`src/design/lcd_cmd_regs.vh`:
```
// Summary of operation
// - frame opens with three-bit identifier
// - write: seven address bits, nibble lowest first
// - read drives nibble out on strobe falls
// - write id also does read-modify-write
// - seven-bit word address, four-bit words
// - 0000-0000 stops oscillator
// - 0000-0001 starts oscillator
// - 0000-0010 bias generator off
// - 0000-0011 bias generator on
// - 0000-0100 time base output off
// - 0000-0101 watchdog flag output off
// - 0000-0110 time base drives flag
// - 0000-0111 watchdog drives flag
// - tone off, 4 kHz, 2 kHz codes
// - 0000-11xx clears time base counter
// - 0000-111x also clears watchdog stage
// - rate 2^n Hz, watchdog after four
// - reset defaults: off, off, rc, 128 Hz
// - sample on write rise, drive on read fall
// - select high ends frame, resets decoder
// - time base enable reroutes flag source
// - flag pin gated by enable/disable
`ifndef LCD_CMD_REGS_VH
`define LCD_CMD_REGS_VH
// ************************************************************
// identifiers and timing
// ************************************************************
`define ID_READ        3'h6
`define ID_WRITE       3'h5
`define ID_CMD         3'h4
`define ADDR_BITS      7
`define NIBBLE_BITS    4
`define CMD_BITS       9
`define RATE_RESET     3'h7
`define SYS_HZ         32768
`define CLK_HZ         40000000
`define TONE4_HZ       4096
`define TONE2_HZ       2048
`define WDT_PERIODS    4
`endif

```
`src/design/lcd_serial_command_decoder.v`:
```
// Decided for this implementation: the strobed register port and the register offsets.
`timescale 1ns/10ps
`include "lcd_cmd_regs.vh"
module lcd_serial_command_decoder #(
  parameter SYS_DIV = `CLK_HZ / `SYS_HZ    // 40 MHz cycles per 32 kHz tick
) (
  // clock and reset
  input  wire       clk_sys,
  input  wire       rst_n,
  // serial pins from the host
  input  wire       cs_n,
  input  wire       wr_n,
  input  wire       rd_n,
  input  wire       data_in,
  output reg        data_out,
  output reg        data_oe,
  // flag pin, open drain: enable high pulls low
  output reg        flag_oe,
  // tone outputs
  output reg        tone_out_p,
  output reg        tone_out_n,
  // status levels
  output reg        osc_on,
  output reg        bias_on,
  output reg        ext_clk_sel,
  output reg        test_mode
);

  // ************************************************************
  // pin synchronisers
  // ************************************************************
  reg [2:0] sync_a;                 // first stage, read only by sync_b
  reg [2:0] sync_b;                 // second stage
  reg [2:0] sync_c;                 // delayed copy for edge detection
  reg       din_a;                  // data first stage
  reg       din_b;                  // data second stage

  // two flops on every pin before logic looks at it
  always @(posedge clk_sys) begin
    if (!rst_n) begin
      sync_a <= 3'h7;
      sync_b <= 3'h7;
      sync_c <= 3'h7;
      din_a  <= 1'b1;
      din_b  <= 1'b1;
    end else begin
      sync_a <= {cs_n, wr_n, rd_n};
      sync_b <= sync_a;
      sync_c <= sync_b;
      din_a  <= data_in;
      din_b  <= din_a;
    end
  end

  wire cs_act  = ~sync_b[2];                      // select low
  wire wr_rise = sync_b[1] & ~sync_c[1] & cs_act; // latch point
  wire rd_fall = ~sync_b[0] & sync_c[0] & cs_act; // drive point

  // ************************************************************
  // serial decoder
  // ************************************************************
  localparam ST_ID   = 3'h0;        // collecting identifier
  localparam ST_ADDR = 3'h1;        // collecting address
  localparam ST_DATA = 3'h2;        // data nibbles
  localparam ST_CMD  = 3'h3;        // command words
  localparam ST_IDLE = 3'h4;        // unknown id, wait for select high

  reg [2:0]  state;                 // decoder state
  reg [3:0]  bit_cnt;               // bits taken in current field
  reg [8:0]  shreg;                 // shift register
  reg [6:0]  addr;                  // current word address
  reg        is_read;               // read frame
  reg        rd_seen;               // read strobe seen in this nibble
  reg [3:0]  rd_nib;                // nibble being shifted out
  reg [3:0]  ram [0:127];           // display memory, 128 x 4
  reg        we;                    // write pulse to memory
  reg [3:0]  wdata;                 // nibble to write
  reg        cmd_stb;               // one-cycle command pulse
  reg [8:0]  cmd_word;              // captured command

  // memory written from the decoder pulse
  always @(posedge clk_sys) begin
    if (we) begin
      ram[addr] <= wdata;
    end
  end

  // frame sequencing on synchronised strobes
  always @(posedge clk_sys) begin
    if (!rst_n) begin
      state    <= ST_ID;
      bit_cnt  <= 4'h0;
      shreg    <= 9'h000;
      addr     <= 7'h00;
      is_read  <= 1'b0;
      rd_seen  <= 1'b0;
      rd_nib   <= 4'h0;
      we       <= 1'b0;
      wdata    <= 4'h0;
      cmd_stb  <= 1'b0;
      cmd_word <= 9'h000;
      data_out <= 1'b0;
      data_oe  <= 1'b0;
    end else begin
      we      <= 1'b0;
      cmd_stb <= 1'b0;
      if (we) begin
        addr <= addr + 7'h01;       // next group, next word
      end
      if (!cs_act) begin            // select high ends frame
        state   <= ST_ID;
        bit_cnt <= 4'h0;
        data_oe <= 1'b0;
        rd_seen <= 1'b0;
      end else begin
        case (state)
          ST_ID: begin
            if (wr_rise) begin
              shreg   <= {shreg[7:0], din_b};
              bit_cnt <= bit_cnt + 4'h1;
              if (bit_cnt == 4'h2) begin
                bit_cnt <= 4'h0;
                is_read <= ({shreg[1:0], din_b} == `ID_READ);
                if ({shreg[1:0], din_b} == `ID_READ ||
                    {shreg[1:0], din_b} == `ID_WRITE) begin
                  state <= ST_ADDR;
                end else if ({shreg[1:0], din_b} == `ID_CMD) begin
                  state <= ST_CMD;
                end else begin
                  state <= ST_IDLE;
                end
              end
            end
          end
          ST_ADDR: begin
            if (wr_rise) begin
              shreg   <= {shreg[7:0], din_b};
              bit_cnt <= bit_cnt + 4'h1;
              if (bit_cnt == 4'h6) begin
                addr    <= {shreg[5:0], din_b};  // msb first
                bit_cnt <= 4'h0;
                rd_nib  <= ram[{shreg[5:0], din_b}];
                state   <= ST_DATA;
              end
            end
          end
          ST_DATA: begin
            // read path: one bit per read fall, lowest first
            if (rd_fall) begin
              data_oe <= 1'b1;
              rd_seen <= 1'b1;
              data_out <= rd_nib[0];
              rd_nib  <= {1'b0, rd_nib[3:1]};
              bit_cnt <= bit_cnt + 4'h1;
              if (is_read && bit_cnt == 4'h3) begin
                bit_cnt <= 4'h0;
                addr    <= addr + 7'h01;
                rd_nib  <= ram[addr + 7'h01];
              end
            end
            // write path: write strobe after read turns line around
            if (wr_rise && !is_read) begin
              data_oe <= 1'b0;
              if (rd_seen) begin
                bit_cnt <= 4'h0;
                rd_seen <= 1'b0;
              end
              wdata   <= {din_b, wdata[3:1]};    // lowest first
              bit_cnt <= rd_seen ? 4'h1 : bit_cnt + 4'h1;
              if (!rd_seen && bit_cnt == 4'h3) begin
                bit_cnt <= 4'h0;
                we      <= 1'b1;                 // store nibble
                rd_nib  <= ram[addr + 7'h01];
              end
            end
          end
          ST_CMD: begin
            if (wr_rise) begin
              shreg   <= {shreg[7:0], din_b};
              bit_cnt <= bit_cnt + 4'h1;
              if (bit_cnt == 4'h8) begin
                bit_cnt  <= 4'h0;                // next command follows
                cmd_word <= {shreg[7:0], din_b};
                cmd_stb  <= 1'b1;
              end
            end
          end
          default: begin
            bit_cnt <= 4'h0;        // ignore until select rises
          end
        endcase
      end
    end
  end

  // ************************************************************
  // configuration
  // ************************************************************
  reg       tb_en;                  // time base generator running
  reg       watchdog_flag_on_cmd;                 // watchdog flag enabled
  reg       src_tb;                 // flag source: 1 time base, 0 watchdog
  reg       flag_en;                // global flag gate
  reg       tone_en;                // tone running
  reg       tone_hi;                // 1: 4 kHz, 0: 2 kHz
  reg [2:0] rate;                   // time base rate exponent
  reg       clr_tb;                 // clear time base pulse
  reg       watchdog_clear_cmd;                // clear watchdog pulse
  wire [7:0] op = cmd_word[8:1];    // trailing bit dropped

  // command decode, don't-care bits masked
  always @(posedge clk_sys) begin
    if (!rst_n) begin
      osc_on      <= 1'b0;
      bias_on     <= 1'b0;
      tone_en     <= 1'b0;
      tone_hi     <= 1'b0;
      ext_clk_sel <= 1'b0;
      flag_en     <= 1'b0;
      rate        <= `RATE_RESET;
      test_mode   <= 1'b0;
      tb_en       <= 1'b0;
      watchdog_flag_on_cmd      <= 1'b0;
      src_tb      <= 1'b0;
      clr_tb      <= 1'b0;
      watchdog_clear_cmd     <= 1'b0;
    end else begin
      clr_tb  <= 1'b0;
      watchdog_clear_cmd <= 1'b0;
      if (cmd_stb) begin
        if (op == 8'h00) begin
          osc_on <= 1'b0;
        end else if (op == 8'h01) begin
          osc_on <= 1'b1;
        end else if (op == 8'h02) begin
          bias_on <= 1'b0;
        end else if (op == 8'h03) begin
          bias_on <= 1'b1;
        end else if (op == 8'h04) begin
          tb_en <= 1'b0;
        end else if (op == 8'h05) begin
          watchdog_flag_on_cmd <= 1'b0;
        end else if (op == 8'h06) begin
          tb_en  <= 1'b1;
          src_tb <= 1'b1;
        end else if (op == 8'h07) begin
          watchdog_flag_on_cmd <= 1'b1;
          tb_en  <= 1'b1;
          src_tb <= 1'b0;
        end else if (op == 8'h08) begin
          tone_en <= 1'b0;
        end else if (op[7:2] == 6'h03) begin
          clr_tb  <= 1'b1;
          watchdog_clear_cmd <= op[1];
        end else if (op[7:2] == 6'h06) begin
          ext_clk_sel <= 1'b0;
        end else if (op[7:2] == 6'h07) begin
          ext_clk_sel <= 1'b1;
        end else if (op[7:5] == 3'h2) begin
          tone_en <= 1'b1;
          tone_hi <= 1'b1;
        end else if (op[7:5] == 3'h3) begin
          tone_en <= 1'b1;
          tone_hi <= 1'b0;
        end else if (op[7:5] == 3'h4) begin
          flag_en <= op[3];
        end else if (op[7:5] == 3'h5) begin
          rate <= op[2:0];
        end else if (op == 8'he0) begin
          test_mode <= 1'b1;
        end else if (op == 8'he3) begin
          test_mode <= 1'b0;
        end
      end
    end
  end

  // ************************************************************
  // 32 kHz tick, time base, watchdog, tone
  // ************************************************************
  reg [11:0] div_cnt;               // divides clk_sys to the 32 kHz tick
  reg        tick;                  // one-cycle 32 kHz enable
  reg [14:0] tb_cnt;                // shared time base counter
  reg [1:0]  wdt_cnt;               // extra watchdog stage
  reg        wdt_flag;              // watchdog time-out flag
  reg        tb_flag;               // time base overflow flag
  reg [3:0]  tone_cnt;              // free 32 kHz count for the tone pair
  wire [14:0] tb_next = tb_cnt + 15'h0001;
  // overflow bit for rate 2^n Hz is bit 14-n of the counter
  wire [3:0]  ov_bit  = 4'he - {1'b0, rate};
  wire        ov      = tb_cnt[ov_bit] & ~tb_next[ov_bit];
  wire        tb_step = tick & tb_en;          // counter advances this cycle
  wire        tb_wrap = tb_step & ov;          // a period of the chosen rate ends

  // divider: stops with the oscillator, saving power when off
  always @(posedge clk_sys) begin
    if (!rst_n) begin
      div_cnt <= 12'h000;
      tick    <= 1'b0;
    end else begin
      tick <= 1'b0;
      if (osc_on) begin
        if (div_cnt == SYS_DIV[11:0] - 12'h001) begin
          div_cnt <= 12'h000;
          tick    <= 1'b1;
        end else begin
          div_cnt <= div_cnt + 12'h001;
        end
      end
    end
  end

  // time base and watchdog; a flag event beats a clear in the same cycle
  always @(posedge clk_sys) begin
    if (!rst_n) begin
      tb_cnt   <= 15'h0000;
      wdt_cnt  <= 2'h0;
      wdt_flag <= 1'b0;
      tb_flag  <= 1'b0;
    end else begin
      // counter: clear first, otherwise count on the enabled tick
      if (clr_tb) begin
        tb_cnt  <= 15'h0000;
        tb_flag <= 1'b0;
      end else if (tb_step) begin
        tb_cnt <= tb_next;
      end
      // extra watchdog stage, cleared only by the watchdog clear
      if (clr_tb && watchdog_clear_cmd) begin
        wdt_cnt  <= 2'h0;
        wdt_flag <= 1'b0;
      end else if (tb_wrap) begin
        wdt_cnt <= wdt_cnt + 2'h1;
      end
      // set wins: a period end is never lost to a clear
      if (tb_wrap) begin
        tb_flag <= 1'b1;
        if (wdt_cnt == 2'h3) begin
          wdt_flag <= 1'b1;          // four periods elapsed
        end
      end
    end
  end

  // tone prescaler kept apart from the time base, so a tone needs no
  // time base enable and is not disturbed by a time base clear;
  // costs four flops
  always @(posedge clk_sys) begin
    if (!rst_n) begin
      tone_cnt <= 4'h0;
    end else if (tick) begin
      tone_cnt <= tone_cnt + 4'h1;
    end
  end

  // flag pin, tone pair
  always @(posedge clk_sys) begin
    if (!rst_n) begin
      flag_oe    <= 1'b0;
      tone_out_p <= 1'b0;
      tone_out_n <= 1'b0;
    end else begin
      flag_oe <= flag_en &
                 (src_tb ? (tb_en & tb_flag) : (watchdog_flag_on_cmd & wdt_flag));
      if (tone_en && osc_on) begin
        // bits 2 and 3 of the prescaler give 4 and 2 kHz squares
        tone_out_p <= tone_hi ? tone_cnt[2] : tone_cnt[3];
        tone_out_n <= tone_hi ? ~tone_cnt[2] : ~tone_cnt[3];
      end else begin
        tone_out_p <= 1'b0;          // both low when silent
        tone_out_n <= 1'b0;
      end
    end
  end

endmodule // lcd_serial_command_decoder

```
`config.mk`:
```
export PLATFORM = sky130hd
export DESIGN_NAME = lcd_serial_command_decoder
export DESIGN_NICKNAME = d
export VERILOG_FILES = /design/src/design/lcd_serial_command_decoder.v
export VERILOG_INCLUDE_DIRS = /design/src /design/src/design
export SDC_FILE = /design/constraint.sdc
export NUM_CORES = 1
export LEC_CHECK = 0
export BUFFER_PORTS_ARGS = -buffer_cell sky130_fd_sc_hd__buf_2
export CAP_MARGIN = 20
export CORE_ASPECT_RATIO = 1.1
export CORE_MARGIN = 5
export CORE_UTILIZATION = 50
export CTS_BUF_LIST = sky130_fd_sc_hd__clkbuf_8 sky130_fd_sc_hd__clkbuf_16
export CTS_CLUSTER_DIAMETER = 100
export CTS_CLUSTER_SIZE = 30
export DETAILED_ROUTE_END_ITERATION = 6
export GPL_TIMING_DRIVEN = 0
export PLACE_DENSITY = 0.64
export SETUP_SLACK_MARGIN = 0.15
export SYNTH_ARGS = -nofsm -noshare
export SYNTH_HDL_FRONTEND = slang
export SYNTH_SLANG_ARGS = --single-unit
```
`constraint.sdc`:
```
create_clock -name clk_sys -period 7.4 [get_ports clk_sys]
set_input_delay 1.11 -clock clk_sys [delete_from_list [all_inputs] [get_ports clk_sys]]
set_output_delay 1.11 -clock clk_sys [all_outputs]
set_load 0.01 [all_outputs]
```
# After elaboration in Yosys (flattened, before gate mapping)
# Memory sizes are Yosys's and may differ from the RTL's.
# Index checks and enable logic that the tools add are counted.
[classes] addsub=7 n_lt_le_gt_ge=1 eq_ne=40 muxes=81 bitwise=38 reduce_logical=53
[op_table] operator="4-bit 2-to-1 mux" count=17
[op_table] operator="1-bit 2-to-1 mux" count=45
[op_table] operator="7-bit 2-to-1 mux" count=6
[op_table] operator="8-bit by 3-bit equality test with 1-bit output, second input constant" count=4
[op_table] operator="1-bit NOT" count=28
[op_table] operator="2-bit nonzero test" count=11
[op_table] operator="2-bit != test, second input constant" count=10
[op_table] operator="4-bit AND reduction" count=5
[op_table] operator="3-bit 2-to-1 mux" count=6
[op_table] operator="18-bit AND reduction" count=1
[op_table] operator="17-bit AND reduction" count=1
[op_table] operator="8-bit by 2-bit equality test with 1-bit output, second input constant" count=2
[op_table] operator="8-bit equality test, second input constant" count=2
[op_table] operator="4-bit one-hot mux with 4 select lines" count=1
[op_table] operator="16-bit AND reduction" count=1
[op_table] operator="8-bit AND reduction" count=2
[op_table] operator="15-bit by 1-bit adder with 15-bit output, second input constant" count=1
[op_table] operator="3-bit equality test, second input constant" count=5
[op_table] operator="7-bit one-hot mux with 2 select lines" count=1
[op_table] operator="14-bit AND reduction" count=1
[op_table] operator="13-bit AND reduction" count=1
[op_table] operator="12-bit by 1-bit adder with 12-bit output, second input constant" count=1
[op_table] operator="12-bit by 11-bit equality test with 1-bit output, second input constant" count=1
[op_table] operator="3-bit by 2-bit equality test with 1-bit output, second input constant" count=4
[op_table] operator="36 further kinds" count=63
[word_totals] register_bits=109 ram_bits=512 out_inout_bits=9 mem_count=1
[mem_list] name="ram" depth=128 word_bits=4 rd=2 rd_clocked_by_memory_dff=0 write_ports=1 line="lcd_serial_command_decoder.v:75" rtl="reg [3:0] ram [0:127];"

# Logic depth before layout (Yosys ltp)
[depth] depth_word=7 ltp_mapped=12 depth_no_buf=9

# Least setup slack after synthesis
# No wires, ideal clock.
[synth_timing] path_kind="reg2reg" startpoint="reg addr[1]" endpoint="reg rd_nib[1]" setup_time_ps=134 t_arrival_ps=2791 t_required_ps=7266 path_slack_ps=4475 stages_incl_launch_ff=11 synth_period_minus_slack_ps=2925 path_cell_list="dfxtp_1 > ha_1 > buf_2 > buf_2 > buf_2 > buf_1 > mux4_2 > a221oi_1 > o2bb2ai_1 > a2111oi_2 > a211oi_1"
[synth_between] elab_chain_len=7
[synth_rtl] element="start, declared" line="lcd_serial_command_decoder.v:71" rtl="reg [6:0] addr;"
[synth_rtl] element="start signal, assigned" line="lcd_serial_command_decoder.v:108" rtl="addr <= addr + 7'h01;"
[synth_rtl] element="start signal, assigned" line="lcd_serial_command_decoder.v:140" rtl="addr <= {shreg[5:0], din_b};"
[synth_rtl] element="start signal, assigned" line="lcd_serial_command_decoder.v:157" rtl="addr <= addr + 7'h01;"
[synth_rtl] element="7-bit by 1-bit adder with 7-bit output *" line="lcd_serial_command_decoder.v:158, lcd_serial_command_decoder.v:173"
[synth_rtl] element="memory read 128 x 4 bit *"
[synth_rtl] element="4-bit 2-to-1 mux" line="lcd_serial_command_decoder.v:155" rtl="if (is_read && bit_cnt == 4'h3) begin"
[synth_rtl] element="4-bit 2-to-1 mux" line="lcd_serial_command_decoder.v:149" rtl="if (rd_fall) begin"
[synth_rtl] element="4-bit 2-to-1 mux" line="lcd_serial_command_decoder.v:170" rtl="if (!rd_seen && bit_cnt == 4'h3) begin"
[synth_rtl] element="4-bit 2-to-1 mux *" line="lcd_serial_command_decoder.v:162" rtl="if (wr_rise && !is_read) begin"
[synth_rtl] element="4-bit one-hot mux with 2 select lines *" line="lcd_serial_command_decoder.v:116" rtl="case (state)"
[synth_rtl] element="end signal, assigned" line="lcd_serial_command_decoder.v:153" rtl="rd_nib <= {1'b0, rd_nib[3:1]};"
[synth_rtl] element="end signal, assigned" line="lcd_serial_command_decoder.v:158" rtl="rd_nib <= ram[addr + 7'h01];"
[synth_rtl] element="end signal, assigned" line="lcd_serial_command_decoder.v:173" rtl="rd_nib <= ram[addr + 7'h01];"
[synth_rtl] element="end, declared" line="lcd_serial_command_decoder.v:74" rtl="reg [3:0] rd_nib;"
# Every way passes the cells marked *; elsewhere a longest branch is shown, timed or not.
# A chain may end at the register's enable or synchronous reset.

# Final worst setup path
[layout_timing] startpoint="reg addr[0]" endpoint="mem ram[27][0] (enable)"
[layout_rtl] element="end, declared" line="lcd_serial_command_decoder.v:75"
# No word-level cell before the write port.

==> reports/results.txt <==
Worst Skew = 28.3 ps
FF-to-FF End = ram[27][0]
GRT Resource Usage Total = 34.1%
Drt drc = 0
Syn avg cell area = 14.7 um^2
Root Buffer = clkbuf_16
Post-DP HPWL = 81800 um
Avg WL per Cell = 39.0 um
Worst r2r path cells = 9
Final nets = 2123
# hold bufs at CTS = 0
Core box area = 59700 um^2
Async set-reset flop share out of synthesis = 0%
Clk_lat worst skew = 620 ps
Initial antenna violation count = 7
CP bufs+invs = 6
Fmax = 0.179 GHz
EDFF count, synth = 512
Share of cells above drive strength 1 = 19.9%
Port Buffers = 13
Worst Path Class, Setup = flip-flop to flip-flop
Fin. Hold Viols = 0
Post_cts resized = 0
Placed insts = 2847
Period minus WS final = 5580 ps
Layout area overhead = 7.02%
# setup viols final = 0
Boundary pin count = 15
Chip height = 268 um
Worst hold path depth = 1
Tcrit/Tclk final = 75.5%
Drt first pass iters = 6
WHS Endpoint = sync_b[0]
Worst reg2reg startpoint = addr[0]
Crit-path cells = buf_2 -> buf_4 -> buf_2 -> buf_2 -> buf_2 -> nor2b_1 -> nand3_1 -> clkbuf_1 -> nor2_1
Final Non-Filler Cells = 2891
Min-delay src = sync_a[0]
RSZ-0062 raised after global routing = false
Routed Antenna Nets = 0
H-tree depth = 1
Post-CTS setup buffer count = 0
Post-synthesis sequential area ratio = 58.1%
Critical path's top delay family = buffers and inverters
Syn Inst Count = 2048
Die X = 244 um
Max-cap violations = 0
Hold Path Class = flip-flop to flip-flop
Gpl congestion = 1.06
Max incr delay on CP = 720 ps
Critical Path AT = 5840 ps
Rel. slew slack = 12.0%
Vias per Instance = 7.24
Num CTS Buffers = 25
Fill count = 4874
# rows = 94
Total Routed Length = 113000 um
Crit path top cell by count = buf_2
Number of global-route vias before repair = 20.2k
CP Launch Type = flip-flop
Global-route wire length before repair = 156000 um
Crit-path max FO = 10
Starting Density = 50.5%
Grt ovf = 0
Net Count, Synth = 2063
TNS Setup = 0 ps
TritonCTS clock tree = built
Seq cells post-synth = 620
P_leak = 9.94 nW
Full die area = 65300 um^2
Number of DRC markers in iteration 0 = 3235
Worst vdd ir = 0.238 mV
Longest Clk Path Bufs = 3
Ant. Diodes = 0
Clk pin slew, worst setup/hold paths = 120 ps
Worst-Margin Slew = 1320 ps
Slowest CP cell = nor2_1
# clock sinks = 620
Outcome = finished clean
Dominant synthesized flop cell = edfxtp_1
Post-synth cell types = 73
Synth warnings = 0
Vias = 20.9k
Syn Std Cell Area = 30200 um^2
CP required = 7660 ps
Power Total = 5.56 mW
Largest net degree at the start of global routing = 102
Fin. max-slew vios = 0
Pwr/cell area = 172 nW/um^2
Flop2flop setup slack = 1820 ps
CP Capture Type = flip-flop
logic make-up (layout without fill, tap and decap cells):
group,count (synthesis),after routing,synth area share (%)
compound gates,236,236,5.31
mux,354,354,22.7
buf+inv,166,241,2.41
simple gates,617,617,9.70
fa+ha+maj,9,9,0.373
xor+xnor,46,46,1.34
flops,620,620,58.1
worst register-to-register path: stages (launching register included):
cell and delay (ps):
dfxtp_1 400, buf_2 670, buf_4 420, buf_2 620, buf_2 620, buf_2 480, nor2b_1 270, nand3_1 370
clkbuf_1 650, nor2_1 730
cells in the final DEF (no fill, tap or decap), types with 17 or more instances in the layout:
| master | synthesis | layout |
|---|---|---|
| nand2_1 | 144 | 144 |
| inv_1 | 16 | 25 |
| buf_2 | 49 | 64 |
| clkbuf_1 | 74 | 74 |
| a21oi_1 | 51 | 51 |
| nand4_1 | 21 | 21 |
| mux4_2 | 263 | 263 |
| xnor2_1 | 27 | 25 |
| a22oi_1 | 21 | 21 |
| nor3_1 | 29 | 29 |
| nor2_1 | 211 | 211 |
| xor2_1 | 19 | 18 |
| nor2b_1 | 38 | 38 |
| nand3_1 | 63 | 63 |
| edfxtp_1 | 512 | 512 |
| a21boi_0 | 23 | 23 |
| mux2i_1 | 74 | 74 |
| nand2b_1 | 28 | 28 |
| dfxtp_1 | 108 | 104 |
| o21ai_0 | 32 | 32 |
| clkbuf_16 | 0 | 25 |
| mux2_2 | 17 | 17 |
per-stage QoR:
stage | utilization, % | worst slack, ps | hold slack, ps | instance area [um^2]
floorplan | - | 4470 | 386 | 30200
global placement | 52.2 | 1690 | 400 | 31200
detailed placement | 52.8 | 2130 | 396 | 31500
CTS | 54.0 | 2080 | 426 | 32300
global route | 54.0 | 1920 | 438 | 32300
finish | 54.0 | 1820 | 422 | 32300
synth_stat cells (21+ instances only):
master	number	area, um^2
nand3_1	63	315
a21boi_0	23	173
dfxtp_1	108	2160
nor2b_1	38	238
a21oi_1	51	255
nand4_1	21	131
clkbuf_1	74	278
o21ai_0	32	160
mux2i_1	74	741
nor3_1	29	145
nor2_1	211	792
nand2_1	144	541
nand2b_1	28	175
a22oi_1	21	158
edfxtp_1	512	15400
buf_2	49	245
mux4_2	263	5920
xnor2_1	27	236
final cells by class:
type	count	area (um^2)	area share [%]
buffer	149	662	2.05
clock buffer	26	639	1.98
clock inverter	16	85.1	0.264
inverter	17	63.8	0.198
multi-input combinational	1262	11900	37.0
sequential	620	17600	54.4
tap	768	961	2.98
timing repair buffer	33	387	1.20
state kept, by name, summed over array words and instances, names as in the netlist, 4 cells and up:
| signal | count |
|---|---|
| bit_cnt | 4 |
| cmd_word | 8 |
| ram | 512 |
| addr | 7 |
| tb_cnt | 15 |
| rd_nib | 4 |
| tone_cnt | 4 |
| shreg | 8 |
| wdata | 4 |
| div_cnt | 12 |
how the worst max path moves through the flow:
stage / cells past startpoint / end / slack [ps] / start
finish: 9 / ram[27][0] / 1820 / addr[0]
global route: 9 / ram[27][0] / 1920 / addr[0]
CTS: 9 / ram[27][0] / 2080 / addr[0]
detailed placement: 9 / ram[27][2] / 2130 / addr[0]
global placement: 8 / rd_nib[2] / 1690 / din_b
floorplan: 10 / rd_nib[1] / 4470 / addr[1]
per-layer routing:
layer  track usage [%]  part of all wire (%)  vias to the layer above
met5                 0                 0.042                        -
met4              19.2                   7.5                        8
met3              9.59                    12                      393
met2              52.3                    44                     1597
met1              44.2                    36                    10712
li1                  -                     -                     8211
power breakdown:
group          leakage, nW  total (mW)  internal (mW)  switching (mW)
clock network        0.380        1.75          0.643            1.11
registers             5.62        3.72           3.72         0.00183
logic                 3.94      0.0910         0.0334          0.0576
total                 9.94        5.56           4.39            1.17
No activity file was read; power rests on OpenSTA's default activity.
